## config.mk

```make
export PLATFORM = sky130hd
export DESIGN_NAME = pfd_fault_dither
export DESIGN_NICKNAME = d
export VERILOG_FILES = /design/src/pfd_pkg.sv /design/src/pfd_sync.sv /design/src/pfd_dither.sv /design/src/pfd_fault_dither.sv
export VERILOG_INCLUDE_DIRS = /design/src
export SDC_FILE = /design/constraint.sdc
export NUM_CORES = 1
export LEC_CHECK = 0
export ABC_AREA = 1
export BUFFER_PORTS_ARGS = -buffer_cell sky130_fd_sc_hd__buf_2
export CAP_MARGIN = 5
export CORE_MARGIN = 10
export CORE_UTILIZATION = 40
export DETAILED_ROUTE_END_ITERATION = 8
export PLACE_DENSITY = 0.61
export SLEW_MARGIN = 10
export SYNTH_ARGS = -nofsm -noshare
export SYNTH_HDL_FRONTEND = slang
export SYNTH_HIERARCHICAL = 1
export SYNTH_SLANG_ARGS = --single-unit
```

## constraint.sdc

```tcl
create_clock -name ref_clk_i -period 9.7 [get_ports ref_clk_i]
set_input_delay 1.455 -clock ref_clk_i [delete_from_list [all_inputs] [get_ports ref_clk_i]]
set_output_delay 1.455 -clock ref_clk_i [all_outputs]
set_load 0.005 [all_outputs]
```

## src/pfd_defs.svh

```systemverilog
// Constant macros for the fault input and dither block.
`ifndef PFD_DEFS_SVH
`define PFD_DEFS_SVH
`define PFD_CNT_W        12
`define PFD_DIT_W        4
`define PFD_MODE_W       4
`define PFD_MODE_NONE    4'h0
`define PFD_MODE_WAIT    4'h1
`define PFD_MODE_RUN_WT  4'h2
`define PFD_MODE_RUN     4'h3
`define PFD_MODE_ALLOFF  4'h4
`define PFD_MODE_DTONLY  4'h5
`define PFD_MODE_ALLWAIT 4'h6
`define PFD_MODE_SWSTOP  4'h7
`define PFD_MODE_EDGEJMP 4'h8
`define PFD_MODE_EDGEBLK 4'h9
`define PFD_MODE_LEVBLK  4'ha
`define PFD_SYNC_STAGES  2
`endif

```

## src/pfd_pkg.sv

```systemverilog
// Types shared by the fault input and dither block.
`include "pfd_defs.svh"
package pfd_pkg;
   typedef enum logic [2:0] {
      ST_DTA  = 3'b000,
      ST_OTA  = 3'b001,
      ST_DTB  = 3'b010,
      ST_OTB  = 3'b011,
      ST_HOLD = 3'b100,
      ST_STOP = 3'b101
   } pfd_state_t;
   typedef enum logic [1:0] {
      WGM_ONE  = 2'b00,
      WGM_TWO  = 2'b01,
      WGM_FOUR = 2'b10,
      WGM_DUAL = 2'b11
   } pfd_wgm_t;
   typedef enum logic [1:0] {
      DSEL_OTB  = 2'b00,
      DSEL_OTAB = 2'b01,
      DSEL_DTB  = 2'b10,
      DSEL_DTAB = 2'b11
   } pfd_dsel_t;
   typedef struct packed {
      logic [`PFD_CNT_W-1:0] dta;
      logic [`PFD_CNT_W-1:0] ota;
      logic [`PFD_CNT_W-1:0] dtb;
      logic [`PFD_CNT_W-1:0] otb;
   } pfd_times_t;
endpackage

```

## src/pfd_sync.sv

```systemverilog
// Two-stage synchroniser for the asynchronous fault inputs.
`timescale 1ns/100ps
module pfd_sync #(
   parameter int W = 2
) (
   input  wire logic         ref_clk_i,
   input  wire logic         rst_i,
   input  wire logic [W-1:0] async_i,
   output logic      [W-1:0] sync_o
);
   if (W < 1) begin : g_chk
      $error("pfd_sync: width must be at least one");
   end
   for (genvar i = 0; i < W; i++) begin : g_bit
      logic meta_q;
      logic sync_q;
      always_ff @(posedge ref_clk_i) begin
         if (rst_i) begin
            meta_q <= 1'b0;
            sync_q <= 1'b0;
         end else begin
            meta_q <= async_i[i];
            sync_q <= meta_q;
         end
      end
      assign sync_o[i] = sync_q;
   end
endmodule // pfd_sync

```

## src/pfd_dither.sv

```systemverilog
// Fractional period accumulator that flags one extra counter clock.
`timescale 1ns/100ps
module pfd_dither #(
   parameter int DIT_W = 4
) (
   input  wire logic             ref_clk_i,
   input  wire logic             rst_i,
   input  wire logic             cycle_end_i,
   input  wire logic [DIT_W-1:0] frac_i,
   output logic                  ovf_o
);
   logic [DIT_W-1:0] acc_q;
   logic [DIT_W-1:0] acc_d;
   logic             ovf_q;
   logic             ovf_d;
   logic [DIT_W:0]   sum;

   if (DIT_W < 1 || DIT_W > 12) begin : g_chk
      $error("pfd_dither: fraction width out of range");
   end

   // The overflow is held for a whole timer cycle so the sequencer can
   // place the extra clock anywhere within it.
   always_comb begin
      sum   = {1'b0, acc_q} + {1'b0, frac_i};
      acc_d = acc_q;
      ovf_d = ovf_q;
      if (cycle_end_i) begin
         acc_d = sum[DIT_W-1:0];
         ovf_d = sum[DIT_W];
      end
   end

   always_ff @(posedge ref_clk_i) begin
      if (rst_i) begin
         acc_q <= '0;
         ovf_q <= 1'b0;
      end else begin
         acc_q <= acc_d;
         ovf_q <= ovf_d;
      end
   end

   assign ovf_o = ovf_q;
endmodule // pfd_dither

```

## src/pfd_fault_dither.sv

```systemverilog
// Fault input reaction and dither placement for the control timer.
`timescale 1ns/100ps
`include "pfd_defs.svh"
module pfd_fault_dither #(
   parameter int DIT_W = `PFD_DIT_W
) (
   input  wire logic                     ref_clk_i,
   input  wire logic                     rst_i,
   input  wire logic                     enable_i,
   input  wire logic                     fault_a_i,
   input  wire logic                     fault_b_i,
   input  wire logic                     restart_i,
   input  wire logic [`PFD_MODE_W-1:0]   fault_input_mode_i,
   input  wire pfd_pkg::pfd_wgm_t        waveform_generation_mode_i,
   input  wire pfd_pkg::pfd_dsel_t       dither_place_select_i,
   input  wire logic [DIT_W-1:0]         dither_frac_i,
   input  wire pfd_pkg::pfd_times_t      times_i,
   output logic                          waveform_out_a_o,
   output logic                          waveform_out_b_o,
   output pfd_pkg::pfd_state_t           state_o,
   output logic                          cycle_end_o
);
   import pfd_pkg::*;

   localparam pfd_state_t DT_OWN [2] = '{ST_DTA, ST_DTB};
   localparam pfd_state_t OT_OWN [2] = '{ST_OTA, ST_OTB};
   localparam pfd_state_t DT_OTH [2] = '{ST_DTB, ST_DTA};
   localparam pfd_state_t OT_OTH [2] = '{ST_OTB, ST_OTA};
   localparam logic [1:0] CH_BIT [2] = '{2'b01, 2'b10};

   if (DIT_W < 1 || DIT_W > `PFD_CNT_W) begin : g_chk
      $error("pfd_fault_dither: dither width out of range");
   end

   logic [1:0]            flt;
   logic [1:0]            flt_q;
   logic [1:0]            rise;
   logic                  any;
   logic [1:0]            own;
   logic [1:0]            kill;
   pfd_state_t            st_q;
   pfd_state_t            st_d;
   pfd_state_t            res_q;
   pfd_state_t            res_d;
   logic [`PFD_CNT_W-1:0] cnt_q;
   logic [`PFD_CNT_W-1:0] cnt_d;
   logic [`PFD_CNT_W-1:0] base;
   logic [`PFD_CNT_W:0]   end_cnt;
   logic [1:0]            blk_q;
   logic [1:0]            blk_d;
   logic [1:0]            pend_q;
   logic [1:0]            pend_d;
   logic [1:0]            hmask_q;
   logic [1:0]            hmask_d;
   logic                  comp_q;
   logic                  comp_d;
   logic                  wo_a_q;
   logic                  wo_a_d;
   logic                  wo_b_q;
   logic                  wo_b_d;
   logic                  cyc_q;
   logic                  cyc_d;
   logic                  ovf;
   logic                  sel_on;
   logic                  sel_a;
   logic                  add_a;
   logic                  add_b;
   logic                  stretch;
   logic                  adds;
   logic                  shr;
   logic                  done;
   logic [`PFD_MODE_W-1:0] mode;

   pfd_sync #(
      .W (2)
   ) u_sync (
      .ref_clk_i (ref_clk_i),
      .rst_i     (rst_i),
      .async_i   ({fault_b_i, fault_a_i}),
      .sync_o    (flt)
   );

   // The carry is taken as on-time B ends, so it is already valid in the
   // first clock of dead-time A even when that state lasts one clock.
   pfd_dither #(
      .DIT_W (DIT_W)
   ) u_dither (
      .ref_clk_i   (ref_clk_i),
      .rst_i       (rst_i),
      .cycle_end_i (cyc_d),
      .frac_i      (dither_frac_i),
      .ovf_o       (ovf)
   );

   assign mode = fault_input_mode_i;
   assign rise = flt & ~flt_q;
   assign any  = |flt;
   assign own  = {st_q == ST_DTB || st_q == ST_OTB,
                  st_q == ST_DTA || st_q == ST_OTA};

   // Where the extra clock lands and whether it lengthens the cycle.
   always_comb begin
      sel_on = dither_place_select_i inside {DSEL_OTB, DSEL_OTAB};
      sel_a  = dither_place_select_i inside {DSEL_OTAB, DSEL_DTAB};
      unique case (waveform_generation_mode_i)
         WGM_ONE: begin
            add_b = sel_on;
            add_a = 1'b0;
         end
         WGM_TWO: begin
            add_b = sel_on;
            add_a = sel_on;
         end
         WGM_FOUR: begin
            add_b = 1'b1;
            add_a = 1'b1;
         end
         WGM_DUAL: begin
            add_b = 1'b0;
            add_a = 1'b0;
         end
      endcase
      stretch = 1'b0;
      adds    = 1'b0;
      base    = '0;
      unique case (st_q)
         ST_DTA: begin
            stretch = ~sel_on & sel_a;
            adds    = add_a;
            base    = times_i.dta;
         end
         ST_OTA: begin
            stretch = sel_on & sel_a;
            adds    = add_a;
            base    = times_i.ota;
         end
         ST_DTB: begin
            stretch = ~sel_on;
            adds    = add_b;
            base    = times_i.dtb;
         end
         ST_OTB: begin
            stretch = sel_on;
            adds    = add_b;
            base    = times_i.otb;
         end
         default: ;
      endcase
      stretch = stretch & ovf &
                (waveform_generation_mode_i != WGM_DUAL);
      shr     = comp_q & (base != '0);
      end_cnt = {1'b0, base} + {{`PFD_CNT_W{1'b0}}, stretch}
              - {{`PFD_CNT_W{1'b0}}, shr};
      done    = {1'b0, cnt_q} >= end_cnt;
   end

   always_comb begin
      st_d    = st_q;
      res_d   = res_q;
      cnt_d   = cnt_q + 12'h001;
      blk_d   = blk_q;
      pend_d  = pend_q;
      hmask_d = hmask_q;
      comp_d  = comp_q;
      cyc_d   = 1'b0;
      kill    = 2'b00;
      if (done && st_q inside {ST_DTA, ST_OTA, ST_DTB, ST_OTB}) begin
         cnt_d  = '0;
         comp_d = stretch & ~adds;
         cyc_d  = st_q == ST_OTB;
         unique case (st_q)
            ST_DTA:  st_d = ST_OTA;
            ST_OTA:  st_d = ST_DTB;
            ST_DTB:  st_d = ST_OTB;
            default: st_d = ST_DTA;
         endcase
      end
      if (st_q == ST_HOLD) begin
         cnt_d = cnt_q;
         if ((flt & hmask_q) == 2'b00) begin
            st_d  = res_q;
            cnt_d = '0;
         end
      end
      if (st_q == ST_STOP) begin
         cnt_d = cnt_q;
         if (restart_i) begin
            st_d  = ST_DTA;
            cnt_d = '0;
         end
      end
      // Each input only steers its own output in these modes.
      for (int c = 0; c < 2; c++) begin
         case (mode)
            `PFD_MODE_WAIT: begin
               kill[c] = flt[c];
               if (flt[c] && own[c]) begin
                  st_d    = ST_HOLD;
                  res_d   = DT_OTH[c];
                  hmask_d = CH_BIT[c];
                  cnt_d   = '0;
                  comp_d  = 1'b0;
               end
            end
            `PFD_MODE_RUN_WT: begin
               kill[c] = flt[c];
               if (flt[c] && own[c] && !pend_q[c]) begin
                  st_d      = DT_OTH[c];
                  cnt_d     = '0;
                  comp_d    = 1'b0;
                  pend_d[c] = 1'b1;
               end
               if (pend_q[c] && st_q == OT_OTH[c] && done) begin
                  pend_d[c] = 1'b0;
                  if (flt[c]) begin
                     st_d    = ST_HOLD;
                     res_d   = DT_OWN[c];
                     hmask_d = CH_BIT[c];
                  end
               end
            end
            `PFD_MODE_RUN: begin
               kill[c] = flt[c];
               if (flt[c] && own[c]) begin
                  st_d   = DT_OTH[c];
                  cnt_d  = '0;
                  comp_d = 1'b0;
               end
               if (flt[c] && st_q == OT_OTH[c] && done) begin
                  st_d = DT_OTH[c];
               end
            end
            `PFD_MODE_EDGEJMP: begin
               if (rise[c] && st_q == OT_OWN[c]) begin
                  st_d   = DT_OTH[c];
                  cnt_d  = '0;
                  comp_d = 1'b0;
               end
            end
            `PFD_MODE_EDGEBLK: begin
               if (rise[c] && st_q == OT_OWN[c]) begin
                  blk_d[c] = 1'b1;
               end
            end
            `PFD_MODE_LEVBLK: begin
               kill[c] = flt[c];
               if (flt[c] && st_q == OT_OWN[c]) begin
                  blk_d[c] = 1'b1;
               end
            end
            default: ;
         endcase
      end
      case (mode)
         `PFD_MODE_ALLOFF: kill = {2{any}};
         `PFD_MODE_DTONLY: begin
            kill = {2{any}};
            if (any && st_q inside {ST_OTA, ST_OTB}) begin
               st_d   = (st_q == ST_OTA) ? ST_DTB : ST_DTA;
               cnt_d  = '0;
               comp_d = 1'b0;
            end else if (any && done && st_q inside {ST_DTA, ST_DTB}) begin
               st_d   = (st_q == ST_DTA) ? ST_DTB : ST_DTA;
               comp_d = 1'b0;
            end
         end
         `PFD_MODE_ALLWAIT: begin
            kill = {2{any}};
            if (any && (st_q inside {ST_OTA, ST_OTB} ||
                        (done && st_q inside {ST_DTA, ST_DTB}))) begin
               st_d    = ST_HOLD;
               res_d   = (st_q inside {ST_DTA, ST_OTA}) ? ST_DTB : ST_DTA;
               hmask_d = 2'b11;
               cnt_d   = '0;
               comp_d  = 1'b0;
            end
         end
         `PFD_MODE_SWSTOP: begin
            kill = {2{any}};
            if (any && st_q != ST_STOP) begin
               st_d   = ST_STOP;
               cnt_d  = cnt_q;
               comp_d = 1'b0;
            end
         end
         default: ;
      endcase
      for (int c = 0; c < 2; c++) begin
         if (st_d != OT_OWN[c]) begin
            blk_d[c] = 1'b0;
         end
      end
      if (!enable_i) begin
         st_d    = ST_DTA;
         res_d   = ST_DTA;
         cnt_d   = '0;
         blk_d   = 2'b00;
         pend_d  = 2'b00;
         hmask_d = 2'b00;
         comp_d  = 1'b0;
         cyc_d   = 1'b0;
      end
      wo_a_d = st_d == ST_OTA && !blk_d[0] && !kill[0];
      wo_b_d = st_d == ST_OTB && !blk_d[1] && !kill[1];
   end

   always_ff @(posedge ref_clk_i) begin
      if (rst_i) begin
         flt_q   <= 2'b00;
         st_q    <= ST_DTA;
         res_q   <= ST_DTA;
         cnt_q   <= '0;
         blk_q   <= 2'b00;
         pend_q  <= 2'b00;
         hmask_q <= 2'b00;
         comp_q  <= 1'b0;
         wo_a_q  <= 1'b0;
         wo_b_q  <= 1'b0;
         cyc_q   <= 1'b0;
      end else begin
         flt_q   <= flt;
         st_q    <= st_d;
         res_q   <= res_d;
         cnt_q   <= cnt_d;
         blk_q   <= blk_d;
         pend_q  <= pend_d;
         hmask_q <= hmask_d;
         comp_q  <= comp_d;
         wo_a_q  <= wo_a_d;
         wo_b_q  <= wo_b_d;
         cyc_q   <= cyc_d;
      end
   end

   assign waveform_out_a_o = wo_a_q;
   assign waveform_out_b_o = wo_b_q;
   assign state_o          = st_q;
   assign cycle_end_o      = cyc_q;
endmodule // pfd_fault_dither

```

Word-level counts from Yosys, hierarchy flattened
Index checks and enable logic that the tools add are counted.
- input port bits: 66
- flip-flop bits (word level): 39
- word-level logic and storage cells: 228
- muxes and demuxes: 106
- reduce and logical (&&, ||, !) cells: 60
- $lt $le $gt $ge: 1
- eq/ne operators: 27
- $add $sub $neg: 4
- bitwise logic cells: 12
- operator list (operator ; number):
    $mux W12 ; 14
    $pmux W12 S3 ; 3
    $mux W3 ; 33
    $pmux W12 S4 ; 1
    $logic_and A1 B1 Y1 ; 27
    $mux W2 ; 13
    $mux W1 ; 25
    $pmux W3 S4 ; 2
    $eq A4 B3 Y1 const B ; 4
    $pmux W1 S3 ; 5
    $reduce_bool A2 Y1 ; 7
    $reduce_or A2 Y1 ; 7
    $add A12 B1 Y13 ; 1
    $ge A12 B13 Y1 ; 1
    $sub A13 B1 Y13 ; 1
    $add A12 B1 Y12 const B ; 1
    $eq A4 B4 Y1 const B ; 3
    $pmux W3 S2 ; 2
    $reduce_bool A12 Y1 ; 1
    $eq A3 B2 Y1 const B ; 3
    $pmux W3 S3 ; 1
    $eq A4 B2 Y1 const B ; 2
    $pmux W2 S2 ; 2
    $reduce_or A4 Y1 ; 2
    other kinds (23) ; 49

Depth between registers and ports, before layout
Gate-level depths: netlist (run 1).
- word-level depth: 34
- depth in mapped cells: 47
- mapped depth without buffers: 47

Cells and area by module
Netlist (run 1), hierarchy kept.
- by module, submodules not included (module ; times used ; area an instance (um2) ; seq. area each (um2) ; cells each):
    pfd_fault_dither ; 1 ; 3744.8 ; 600.6 ; 627
    pfd_dither ; 1 ; 325.3 ; 100.1 ; 46
    pfd_sync ; 1 ; 125.1 ; 80.1 ; 14

Worst setup path before layout (run 1)
Ideal clock, no wire load.
- path kind: input to register
- start point: input times_i[22] (netlist bit)
- end point: register wo_a_q, in the netlist waveform_out_a_o
- arrival time: 6.124 ns
- stages: 36
- setup time: 0.115 ns
- data required time: 9.585 ns
- path slack: 3.461 ns
- path through: a32o_1 -> nor2_1 -> ha_1 -> nand3_1 -> o41ai_1 -> inv_1 -> ha_1 -> inv_1 -> ha_1 -> inv_1 -> fa_1 -> o21ai_0 -> a31oi_1 -> o21ai_0 -> xor2_1 -> ha_1 -> nand2_1 -> inv_1 -> a21oi_1 -> nand2_1 -> nor2_1 -> nand2_1 -> nand2_1 -> nand2_1 -> nand2_1 -> nand2_1 -> nand3_4 -> inv_2 -> o21ai_2 -> nand2_1 -> a31oi_1 -> nand2_1 -> nor2_1 -> nand3_1 -> nand2_1 -> nor2_1
- longest elaborated chain between the ends: 29
- elaborated cells on any way between the ends: 51
- RTL lines (what ; line ; source):
    from (decl) ; pfd_fault_dither.sv:17 ; input wire pfd_pkg::pfd_times_t times_i,
    $pmux W12 S4 * ; pfd_fault_dither.sv:126 ; unique case (st_q)
    parallel branches: the longest is 2 deep, another holds $add A12 B1 Y13 ; - ;
    $sub A13 B1 Y13 * ; pfd_fault_dither.sv:152 ; end_cnt = {1'b0, base} + {{`PFD_CNT_W{1'b0}}, stretch}
    $ge A12 B13 Y1 * ; pfd_fault_dither.sv:154 ; done = {1'b0, cnt_q} >= end_cnt;
    $logic_and A1 B1 Y1 ; pfd_fault_dither.sv:167 ; if (done && st_q inside {ST_DTA, ST_OTA, ST_DTB, ST_OTB}) begin
    $mux W3 ; pfd_fault_dither.sv:167 ;
    $mux W3 ; pfd_fault_dither.sv:180 ; if ((flt & hmask_q) == 2'b00) begin
    $mux W3 ; pfd_fault_dither.sv:178 ; if (st_q == ST_HOLD) begin
    [... 11 more ...] ; - ;
    $mux W3 ; pfd_fault_dither.sv:262 ; end else if (any && done && st_q inside {ST_DTA, ST_DTB}) begin
    $mux W3 ; pfd_fault_dither.sv:258 ; if (any && st_q inside {ST_OTA, ST_OTB}) begin
    $pmux W3 S3 * ; pfd_fault_dither.sv:254 ; case (mode)
    $ne A3 B1 Y1 ; pfd_fault_dither.sv:289 ; if (st_d != OT_OWN[c]) begin
    $mux W1 ; pfd_fault_dither.sv:289 ;
    $mux W2 ; pfd_fault_dither.sv:293 ; if (!enable_i) begin
    $logic_not A1 Y1 ; pfd_fault_dither.sv:303 ; wo_a_d = st_d == ST_OTA && !blk_d[0] && !kill[0];
    $logic_and A1 B1 Y1 * (2 in series) ; pfd_fault_dither.sv:303 ;
    to (signal assigned) ; pfd_fault_dither.sv:329 ; wo_a_q <= wo_a_d;
    to (decl) ; pfd_fault_dither.sv:57 ; logic wo_a_q;
Every way passes the cells marked *. The select of a mux whose other input is x is not followed.
A chain may end at the register's enable or synchronous reset.

Worst setup path after layout (run 1)
- start point: register st_q[1], in the netlist state_o[1]
- end point: register cnt_q[4]
- longest elaborated chain between the ends: 17
- elaborated cells on any way between the ends: 49
- RTL lines (what ; line ; source):
    from (decl) ; pfd_fault_dither.sv:41 ; pfd_state_t st_q;
    from (signal assigned) ; pfd_fault_dither.sv:322 ; st_q <= st_d;
    $eq A3 B2 Y1 (tied with other cells) ; - ;
    $pmux W1 S4 ; pfd_fault_dither.sv:126 ;
    $and A1 B1 Y1 (2 in series) ; pfd_fault_dither.sv:149 ; stretch = stretch & ovf &
    $add A12 B1 Y13 ; pfd_fault_dither.sv:152 ;
    $sub A13 B1 Y13 ; pfd_fault_dither.sv:152 ;
    $ge A12 B13 Y1 ; pfd_fault_dither.sv:154 ;
    $logic_and A1 B1 Y1 ; pfd_fault_dither.sv:167 ;
    $mux W12 ; pfd_fault_dither.sv:167 ;
    $mux W12 ; pfd_fault_dither.sv:178 ;
    $mux W12 ; pfd_fault_dither.sv:185 ; if (st_q == ST_STOP) begin
    $mux W12, on equally long branches ; - ;
    $pmux W12 S3 ; pfd_fault_dither.sv:194 ; case (mode)
    $mux W12, on equally long branches ; - ;
    $pmux W12 S3 ; pfd_fault_dither.sv:194 ;
    $mux W12, on equally long branches ; pfd_fault_dither.sv:280, pfd_fault_dither.sv:258, pfd_fault_dither.sv:269 ;
    $pmux W12 S3 ; pfd_fault_dither.sv:254 ;
    to (signal assigned) ; pfd_fault_dither.sv:324 ; cnt_q <= cnt_d;
    to (decl) ; pfd_fault_dither.sv:45 ; logic [`PFD_CNT_W-1:0] cnt_q;
Several ways; a longest one is shown, not always the timed one. The select of a mux whose other input is x is not followed.

==> metrics.cfg, run 1 <==
[timing]
worst_pin_slew_ns = 0.908
setup_viol = 0
hold_violations = 0
slew_headroom_pct = 39.0
rsz0062_at_grt = no
period_share_pct = 80.5
clock-skew-final_ns = 0.00722
fmax_mhz = 128
finalMaxSlewViolations = 0
tns_ns = 0
period_minus_slack_ns = 7.81

[synthesis]
synth_top_cells_by_count = nand2_1 (147), inv_1 (119), nor2_1 (85), a21oi_1 (43), nand3_1 (40)
ys_async_sr_fraction_pct = 0
synth_top_area_share_pct = 18.6
yosysMostFrequentCell = nand2_1
syn_nets = 790
ys_warn_count = 6
yosysTopAreaCell = dfxtp_1
synth_edf_count = 0
netlist_area_mm2 = 0.00420
ys.flop_type = dfxtp_1
synth_cell_types = 44
syn_avg_cell_area_um2 = 6.11
syn_inst = 687
ys_seq_area_share_pct = 18.6
ys_seq_elements = 39
synthTopCellsByArea = dfxtp_1 (19%), nand2_1 (13%), inv_1 (11%), ha_1 (10%), nor2_1 (7.6%)

[setup_path]
required_ns = 9.93
critPathLaunchType = register
crit_type = register to register
timing.critical_path.from = state_o[1]
cp_max_fo = 19
crit_top_cell = nand2_1
crit_arrival_ns = 8.04
rr_startpoint = state_o[1]
max_stage_delay_ns = 0.82
setup.worst_path.end_class = register
slowest_stage = dfxtp_1

[global_route]
grt_max_degree = 29
grt_first_pass_wirelength_um = 21500
grt_overflow = 0
track_usage_pct = 17.2
grt_antenna_before_repair = 1
grt_pass1_vias = 4473

[cells_and_area]
drive_gt1_share_pct = 14.4
syn_to_final_growth_pct = 13.2
final_area_mm2 = 0.00475
num-nets-final = 852

[pwr]
power_uw = 439
p_leak_uw = 0.00233
peakVddDrop_v = 0.0000576
switching_power_uw = 157
switching_share_pct = 35.8
p_per_area_mw_per_mm2 = 92.4
power_frac_comb_pct = 33.7
p_seq_share_pct = 37.4
internal_power_uw = 282
p_clk_share_pct = 28.9

[placement]
dp_hpwl_um = 10800
gp_congestion = 0.963
port_buffers = 71
dpl-instance-area_mm2 = 0.00464

[cts]
clock_sinks = 39
htreeDepth = 2
hold_buffers = 0
clock_path_buffers = 2
cts_tree = yes
cts_buffers = 5
cts.clk_slew.worst_paths_ns = 0.08
cts-root-buf = clkbuf_8
post_cts_buffers = 0
cts_resized = 0
insertion_delay_ns = 0.30

[worst_hold_path]
hold_path.startpoint = u_sync/g_bit[0].meta_q
min_path_type = register to register

[routing]
antenna_left = 0
drt_iter0_drc = 307
drc = 0
wl_um = 13200
dr_total_vias = 4700
routed_via_density = 5.30
dr.pass1.iters = 5
wl_per_cell_um = 14.9

[floorplan]
core-area_mm2 = 0.0103
start_util_pct = 40.8
die_area_mm2 = 0.0150
num_io_pins = 72
die-width_um = 122
fp-row-count = 37
die_h_um = 122

[run_status]
status = complete, no violations

[flow_run]
maxCapViolCount = 0

## per-stage QoR
step,setup WS (ns),hold slack (ns),util [%],instances
after global routing,1.12,0.432,46.2,886
final,1.89,0.409,46.2,887
after floorplan,3.46,0.388,-,687
after global placement,2.45,0.393,45.2,878
after detailed placement,2.06,0.398,45.2,878
after CTS,2.02,0.412,46.2,886
## worst paths after layout
check	endpoint	slack, ns	cells after the start
setup / recovery	cnt_q[4]	1.89	38
setup reg to reg	cnt_q[4]	1.89	38
hold / removal	u_sync/g_bit[0].sync_q	0.41	2
hold reg to reg	u_sync/g_bit[0].sync_q	0.41	2
## area by class of cell
| cell class | count | area (um^2) |
|---|---|---|
| Antenna cell | 1 | 2.50 |
| Timing Repair Buffer | 71 | 355 |
| Inverter | 130 | 490 |
| Multi-Input combinational cell | 502 | 2850 |
| Tap cell | 136 | 170 |
| Clock buffer | 7 | 96.3 |
| Sequential cell | 39 | 781 |
| Clock inverter | 1 | 7.51 |
| Fill cell | 1142 | 5530 |
## kinds of logic (layout without fill, tap and decap cells)
kind of cell | after synthesis | after routing | share of synthesized area [%]
flip-flops | 39 | 39 | 18.6
AND/OR/NAND/NOR | 310 | 310 | 32.0
AO/OA/AOI/OAI | 136 | 136 | 20.5
buffers and inverters | 146 | 209 | 13.5
XOR/XNOR | 19 | 19 | 3.97
other | 0 | 1 | 0
adder cells (fa/ha/maj) | 37 | 37 | 11.4
## registers in the layout, summed over array words and instances, names as in the netlist
signal	cells
blk_q	2
cnt_q	12
comp_q	1
cycle_end_o	1
flt_q	2
hmask_q	2
pend_q	2
res_q	3
state_o	3
u_dither/acc_q	4
u_dither/ovf_o	1
u_sync/g_bit.meta_q	2
u_sync/g_bit.sync_q	2
waveform_out_a_o	1
waveform_out_b_o	1
## worst max-delay path, delay by kind of cell, from the launching register on
kind | cells | cell delay (ns)
compound gates | 9 | 2.21
flops | 1 | 0.82
simple gates | 14 | 1.99
fa+ha+maj | 5 | 1.34
buf+inv | 9 | 1.16
xor+xnor | 1 | 0.18
## cells in the final DEF, fill, tap and decap left out, types with 2 or more instances in the layout
cell type,instances
dfxtp_1,39
nor2_1,85
fa_1,2
o22ai_1,9
nand2_1,147
a21oi_1,43
ha_1,35
o21ai_0,33
nand3_1,40
nand3b_1,2
nor3_2,2
nor2_2,3
a31o_2,2
o21bai_1,3
xor2_1,16
inv_1,119
inv_2,10
nor3_1,7
clkbuf_8,7
a31oi_1,7
a32o_1,20
o21ai_1,7
buf_2,71
xnor2_1,3
nand2_2,4
nor4_1,3
o2111ai_1,3
nor2_4,3
nand4_1,10
## routing by layer
layer / part of all wire [%] / track usage, % / up-vias
met5: 0 / 0 / -
met4: 0.83 / 3.24 / 0
met3: 6.1 / 3.81 / 13
met2: 46 / 27.6 / 162
met1: 47 / 23.3 / 2143
li1: - / - / 2382
## power by group through the flow
stage | combinational, uW | sequential [uW] | clock (uW)
floorplan | 104 | 167 | 0
global placement | 144 | 168 | 0
detailed placement | 146 | 168 | 0
CTS | 147 | 164 | 130
global route | 169 | 165 | 135
finish | 148 | 164 | 127
No activity file was read; power rests on OpenSTA's default activity.
==> inputs of run 2 (changes only) <==
--- a/config.mk
+++ b/config.mk
@@ -12,7 +12,7 @@
 export CORE_MARGIN = 10
 export CORE_UTILIZATION = 40
 export DETAILED_ROUTE_END_ITERATION = 8
-export PLACE_DENSITY = 0.61
+export PLACE_DENSITY = 0.63
 export SLEW_MARGIN = 10
 export SYNTH_ARGS = -nofsm -noshare
 export SYNTH_HDL_FRONTEND = slang
==> constraint.sdc (replaced) <==
create_clock -name ref_clk_i -period 6.4 [get_ports ref_clk_i]
set_input_delay 0.96 -clock ref_clk_i [delete_from_list [all_inputs] [get_ports ref_clk_i]]
set_output_delay 0.96 -clock ref_clk_i [all_outputs]
set_load 0.005 [all_outputs]
==> run 2 against run 1 <==
  * Sequential cell count unchanged
  * Non-clock buffer count increased by 19
  * Combinational power increased by 63%
  * Clock power increased by 98%
  * Design area increased by 5.0%
  * Sequential share of layout area decreased by 0.61 points
  * Routed wire length increased by 6.3%
  * Critical path depth increased by 5
  * Sequential power increased by 51%
  * Worst setup slack got worse by 1.3 ns
  * First-iteration DRC count increased by 36%
  * Critical path type unchanged
  * Highest routed layer unchanged
==> metrics.cfg, run 2 (same netlist as run 1, synthesis figures left out) <==
[timing]
finalMaxSlewViolations = 0  ; unchanged
worst_pin_slew_ns = 0.633  ; was 0.908 ns
tns_ns = 0  ; unchanged
hold_violations = 0  ; unchanged
slew_headroom_pct = 57.8  ; was 39.0%
rsz0062_at_grt = no  ; unchanged
period_share_pct = 91.1  ; was 80.5%
clock-skew-final_ns = 0.0100  ; was 0.00722 ns
fmax_mhz = 172  ; was 128 MHz
period_minus_slack_ns = 5.83  ; was 7.81 ns
setup_viol = 0  ; unchanged

[pwr]
p_per_area_mw_per_mm2 = 149  ; was 92.4 mW/mm^2
peakVddDrop_v = 0.0000787  ; was 0.0000576 V
p_leak_uw = 0.00244  ; was 0.00233 uW

[cts]
insertion_delay_ns = 0.30  ; about the same
cts_tree = yes  ; unchanged
htreeDepth = 2  ; unchanged
clock_sinks = 39  ; unchanged
cts-root-buf = clkbuf_8  ; unchanged
clock_path_buffers = 2  ; unchanged
hold_buffers = 0  ; unchanged
cts_buffers = 5  ; unchanged
cts.clk_slew.worst_paths_ns = 0.08  ; about the same

[floorplan]
core-area_mm2 = 0.0103  ; unchanged
fp-row-count = 37  ; unchanged
die_area_mm2 = 0.0150  ; unchanged
num_io_pins = 72  ; unchanged
die_h_um = 122  ; unchanged
die-width_um = 122  ; unchanged
start_util_pct = 40.8  ; unchanged

[cells_and_area]
regMostFlops = cnt_q  ; unchanged
final_common_cell = nand2_1  ; unchanged
reg_top3 = cnt_q (12), u_dither/acc_q (4)  ; unchanged
finish.utilization_pct = 48.5  ; was 46.2%
layout_common_cells = nand2_1 (146), inv_1 (118), nor2_1 (78), buf_2 (71), a21oi_1 (43)  ; was nand2_1 (147), inv_1 (119), nor2_1 (85), buf_2 (71), a21oi_1 (43)
drive_gt1_share_pct = 18.5  ; was 14.4%
syn_to_final_growth_pct = 18.9  ; was 13.2%
num-nets-final = 873  ; was 852
largest_reg_flops = 12  ; unchanged
antennaDiodeCount = 0  ; was 1
fill_cells = 1115  ; was 1142

[worst_hold_path]
min_path_type = register to register  ; unchanged

[setup_path]
required_ns = 6.60  ; was 9.93 ns
cp_max_fo = 5  ; was 19
setup.worst_path.end_class = register  ; unchanged
crit_top_cell = nand2_1  ; unchanged
critPathLaunchType = register  ; unchanged
crit_arrival_ns = 6.03  ; was 8.04 ns
max_stage_delay_ns = 0.41  ; was 0.82 ns
slowest_stage = fa_1  ; was dfxtp_1
crit_type = register to register  ; unchanged

[routing]
dr.pass1.iters = 5  ; unchanged
dr_total_vias = 4885  ; was 4700
wl_per_cell_um = 15.5  ; was 14.9 um
wl_um = 14000  ; was 13200 um
antenna_left = 0  ; unchanged
drt_iter0_drc = 419  ; was 307
drc = 0  ; unchanged
routed_via_density = 5.39  ; was 5.30

[global_route]
grt_first_pass_wirelength_um = 22700  ; was 21500 um
grt_pass1_vias = 4722  ; was 4473
grt_overflow = 0  ; unchanged
grt_util_met1_pct = 25.1  ; was 23.3%
track_usage_pct = 18.1  ; was 17.2%
grt_max_degree = 29  ; unchanged
grt.met2_usage_pct = 29.4  ; was 27.6%
met3_usage_pct = 2.98  ; was 3.81%
grt_antenna_before_repair = 0  ; was 1
busiest_layer = met2  ; unchanged

[placement]
gp_congestion = 0.958  ; was 0.963
dp_hpwl_um = 11400  ; was 10800 um
port_buffers = 71  ; unchanged

[flow_run]
maxCapViolCount = 0  ; unchanged

[run_status]
status = complete, no violations  ; unchanged

## run 2: cell count changes in the layout (fill, tap and decap cells not counted), sizes merged
cell,change
clkinvlp,+2
buf,+19
inv,-1
bufinv,+2
nor2,+1
diode,-1
clkbuf,-2
## run 2: power breakdown
group | switching, uW | leakage (uW) | internal, uW
Clock | 96.7 | 0.0000644 | 156
Sequential | 3.46 | 0.000318 | 245
Combinational | 148 | 0.00205 | 93.2
Total | 248 | 0.00244 | 494
## run 2: metal layers
metal / vias to the layer above / share of wire (%)
met5: - / 0
met4: 0 / 0.84
met3: 9 / 5.7
met2: 139 / 46
met1: 2313 / 47
li1: 2424 / -
## run 2: worst max-delay path, delay by kind of cell (launching register included)
kind	cells	cell delay, ns
AO/OA/AOI/OAI	6	1.25
XOR/XNOR	1	0.18
adder cells (fa/ha/maj)	5	1.32
buffers and inverters	7	0.66
flip-flops	1	0.39
AND/OR/NAND/NOR	24	1.93
## run 2: through the flow
step	hold slack (ns)	area [um^2]	instances	total power, uW	setup WS (ns)
5_1_grt	0.417	4990	907	787	0.00386
3_3_place_gp	0.392	4770	895	484	0.0764
4_1_cts	0.410	4910	903	741	0.186
2_1_floorplan	0.388	4200	687	410	0.603
6_report	0.407	4990	907	742	0.570
3_5_place_dp	0.397	4770	895	488	0.0375
## run 2: area by class of cell
type	count	area, um^2	share of cell area, %
multi-input cells	503	2890	57.9
repair buffers	90	498	9.98
well taps	136	170	3.41
repair inverters	1	7.51	0.150
flip-flops and latches	39	790	15.8
clock buffers	5	68.8	1.38
clock inverters	3	67.6	1.35
inverters	130	497	9.96
## run 2: final timing paths
kind	start	to	slack (ns)	cells after the start
max	state_o[0]	waveform_out_a_o	0.57	43
min	u_sync/g_bit[0].meta_q	u_sync/g_bit[0].sync_q	0.41	2
max reg2reg	state_o[0]	waveform_out_a_o	0.57	43
min reg2reg	u_sync/g_bit[0].meta_q	u_sync/g_bit[0].sync_q	0.41	2
## run 2: what timing repair did
| action | in CTS | in global routing |
|---|---|---|
| setup endpoints to repair | 0 | 24 |
| gates resized for setup | 0 | 21 |
| buffers inserted | 0 | 2 |
==> inputs of run 3 (changes only) <==
--- a/config.mk
+++ b/config.mk
@@ -12,9 +12,8 @@
 export CORE_MARGIN = 10
 export CORE_UTILIZATION = 40
 export DETAILED_ROUTE_END_ITERATION = 8
-export PLACE_DENSITY = 0.63
+export PLACE_DENSITY = 0.64
 export SLEW_MARGIN = 10
 export SYNTH_ARGS = -nofsm -noshare
 export SYNTH_HDL_FRONTEND = slang
-export SYNTH_HIERARCHICAL = 1
 export SYNTH_SLANG_ARGS = --single-unit
==> run 3 against run 2 <==
  * Sequential share of layout area increased by 0.58 points
  * Worst setup slack improved by 0.051 ns
  * Via count fell by 5.7%
  * Routed wire length is 8.6% lower
  * Power fell by 6.2%
  * Clock-buffer cell count did not move
  * Non-clock buffer count fell by 16
==> metrics.cfg, run 3 <==
[routing]
wl_um = 12800  ; was 14000 um
dr.pass1.iters = 5  ; unchanged
dr_total_vias = 4607  ; was 4885
drc = 0  ; unchanged
wl_per_cell_um = 14.7  ; was 15.5 um
routed_via_density = 5.27  ; was 5.39
drt_iter0_drc = 332  ; was 419
antenna_left = 0  ; unchanged

[floorplan]
start_util_pct = 40.5  ; was 40.8%
num_io_pins = 72  ; unchanged
core-area_mm2 = 0.0102  ; was 0.0103 mm^2
die_area_mm2 = 0.0148  ; was 0.0150 mm^2
fp-row-count = 37  ; unchanged
die_h_um = 122  ; about the same
die-width_um = 122  ; about the same

[cells_and_area]
fill_cells = 1074  ; was 1115
layout_common_cells = nand2_1 (165), inv_1 (106), nor2_1 (76), buf_2 (71), a21oi_1 (46)  ; was nand2_1 (146), inv_1 (118), nor2_1 (78), buf_2 (71), a21oi_1 (43)
final_common_cell = nand2_1  ; unchanged
fin_cells = 875  ; was 907
final_area_mm2 = 0.00477  ; was 0.00499 mm^2
reg_top3 = cnt_q (12), u_dither.acc_q (4)  ; was cnt_q (12), u_dither/acc_q (4)
syn_to_final_growth_pct = 15.7  ; was 18.9%
largest_reg_flops = 12  ; unchanged
regMostFlops = cnt_q  ; unchanged
antennaDiodeCount = 0  ; unchanged
drive_gt1_share_pct = 16.9  ; was 18.5%
num-nets-final = 841  ; was 873

[setup_path]
crit_type = register to register  ; unchanged
max_stage_delay_ns = 0.55  ; was 0.41 ns
r2r_slack_ns = 0.62  ; was 0.57 ns
setup.worst_path.end_class = register  ; unchanged
crit_arrival_ns = 5.98  ; was 6.03 ns
cp_max_fo = 26  ; was 5
crit_top_cell = nand2_1  ; unchanged
rr_startpoint = state_o[0]  ; unchanged
critPathCapture = waveform_out_a_o  ; unchanged
timing.critical_path.from = state_o[0]  ; unchanged
rr_worst_depth = 44  ; was 43
slowest_stage = nor2_4  ; was fa_1
required_ns = 6.60  ; about the same
r2r_end = waveform_out_a_o  ; unchanged
critPathLaunchType = register  ; unchanged

[worst_hold_path]
min_path_type = register to register  ; unchanged
hold-path-cell-count = 2  ; unchanged

[cts]
cts.clk_slew.worst_paths_ns = 0.09  ; was 0.08 ns
cts-root-buf = clkbuf_8  ; unchanged
cts_tree = yes  ; unchanged
htreeDepth = 2  ; unchanged
clock_path_buffers = 2  ; unchanged
cts_buffers = 5  ; unchanged
clock_sinks = 39  ; unchanged
insertion_delay_ns = 0.31  ; was 0.30 ns
hold_buffers = 0  ; unchanged

[synthesis]
syn_avg_cell_area_um2 = 6.14  ; was 6.11 um^2
yosysMostFrequentCell = nand2_1  ; unchanged
synth_edf_count = 0  ; unchanged
synthSimpleGateAreaFrac_pct = 33.6  ; was 32.0%
synth_cell_types = 48  ; was 44
muxShareOfSynthArea_pct = 0.242  ; was 0%
ys.flop_type = dfxtp_1  ; unchanged
synthTopCellsByArea = dfxtp_1 (19%), nand2_1 (15%), ha_1 (11%), inv_1 (9.6%), nor2_1 (7.5%)  ; was dfxtp_1 (19%), nand2_1 (13%), inv_1 (11%), ha_1 (10%), nor2_1 (7.6%)
synth_top_family_by_area = simple AND/OR/NAND/NOR gates  ; unchanged
netlist_area_mm2 = 0.00413  ; was 0.00420 mm^2
syn_inst = 672  ; was 687
ys_seq_elements = 39  ; unchanged
yosys.area_share.adder_pct = 11.6  ; was 11.4%
ys_seq_area_share_pct = 18.9  ; was 18.6%
synth_xor_area_share_pct = 4.03  ; was 3.97%
syn_nets = 775  ; was 790
ys_async_sr_fraction_pct = 0  ; unchanged
ys_warn_count = 0  ; was 6
synth_top_area_share_pct = 18.9  ; was 18.6%
synth_top_cells_by_count = nand2_1 (166), inv_1 (106), nor2_1 (82), a21oi_1 (46), dfxtp_1 (39)  ; was nand2_1 (147), inv_1 (119), nor2_1 (85), a21oi_1 (43), nand3_1 (40)
synth_compound_area_share_pct = 19.7  ; was 20.5%
yosysTopAreaCell = dfxtp_1  ; unchanged

[timing]
period_share_pct = 90.3  ; was 91.1%
setup_viol = 0  ; unchanged
hold_violations = 0  ; unchanged
slew_headroom_pct = 59.0  ; was 57.8%
period_minus_slack_ns = 5.78  ; was 5.83 ns
fmax_mhz = 173  ; was 172 MHz
hold_ws_ns = 0.410  ; was 0.407 ns
finalMaxSlewViolations = 0  ; unchanged
worst_pin_slew_ns = 0.614  ; was 0.633 ns
clock-skew-final_ns = 0.0100  ; about the same
tns_ns = 0  ; unchanged
rsz0062_at_grt = no  ; unchanged

[global_route]
grt_first_pass_wirelength_um = 20700  ; was 22700 um
grt_antenna_before_repair = 0  ; unchanged
grt_overflow = 0  ; unchanged
grt_pass1_vias = 4362  ; was 4722
track_usage_pct = 16.9  ; was 18.1%
grt_max_degree = 27  ; was 29

[placement]
placed_cells = 867  ; was 895
port_buffers = 71  ; unchanged
dp_hpwl_um = 10100  ; was 11400 um
dpl-instance-area_mm2 = 0.00462  ; was 0.00477 mm^2
gp_congestion = 0.938  ; was 0.958

[pwr]
p_leak_uw = 0.00224  ; was 0.00244 uW
peakVddDrop_v = 0.0000931  ; was 0.0000787 V
p_per_area_mw_per_mm2 = 146  ; was 149 mW/mm^2

[run_status]
status = complete, no violations  ; unchanged

[flow_run]
maxCapViolCount = 0  ; unchanged

## run 3: area by class of cell
| cell class | count | area, um^2 | area share [%] |
|---|---|---|---|
| Inverter | 115 | 434 | 9.09 |
| Clock buffer | 5 | 68.8 | 1.44 |
| Multi-Input combinational cell | 503 | 2890 | 60.6 |
| Tap cell | 136 | 170 | 3.56 |
| Sequential cell | 39 | 783 | 16.4 |
| Timing Repair Buffer | 74 | 378 | 7.91 |
| Clock inverter | 3 | 46.3 | 0.970 |
## run 3: where the power goes
part | leakage [uW] | switching [uW] | internal (uW)
combinational | 0.00187 | 138 | 85.9
sequential | 0.000316 | 3.51 | 246
clock | 0.0000548 | 105 | 118
## run 3: how the worst min path moves through the flow
stage,startpoint,to
after floorplan,u_sync.g_bit[0].meta_q,u_sync.g_bit[0].sync_q
after global placement,u_sync.g_bit[1].meta_q,u_sync.g_bit[1].sync_q
after detailed placement,u_sync.g_bit[1].meta_q,u_sync.g_bit[1].sync_q
after CTS,u_sync.g_bit[1].meta_q,u_sync.g_bit[1].sync_q
after global routing,u_sync.g_bit[1].meta_q,u_sync.g_bit[1].sync_q
final,u_sync.g_bit[1].meta_q,u_sync.g_bit[1].sync_q
## run 3: per-layer routing
metal / vias up / global-route usage, % / part of all wire (%)
met4: 0 / 4.92 / 1.3
li1: 2328 / - / -
met5: - / 0 / 0
met3: 15 / 3.24 / 7.4
met1: 2081 / 22.5 / 46
met2: 183 / 27.0 / 45
## run 3: cell families (layout without fill, tap and decap cells)
logic type,after synthesis,count (layout)
muxes,1,1
buffers and inverters,130,197
adders and majority gates,37,37
DFF,39,39
and+or+nand+nor,318,318
AOI/OAI and AO/OA,128,128
xor gates and xnor gates,19,19
## run 3: through the flow
| step | util [%] | worst slack (ns) | total power (uW) |
|---|---|---|---|
| 2_1_floorplan | - | 0.995 | 406 |
| 3_3_place_gp | 45.3 | 0.146 | 467 |
| 3_5_place_dp | 45.3 | 0.0732 | 471 |
| 4_1_cts | 46.4 | 0.255 | 692 |
| 5_1_grt | 46.9 | 0.0411 | 740 |
| 6_report | 46.9 | 0.621 | 696 |
## run 3: worst max-delay path: cells and delay by family (launching register included)
family / cells / cell delay [ns]
XOR/XNOR: 1 / 0.06
AND/OR/NAND/NOR: 28 / 3.19
AO/OA/AOI/OAI: 5 / 0.69
buffers and inverters: 6 / 0.35
flip-flops: 1 / 0.43
adder cells (fa/ha/maj): 4 / 0.93
## run 3: timing repair
action / CTS / global route
endpoints found under the setup margin: 0 / 26
resized for setup: 0 / 13
setup buffers: 0 / 0
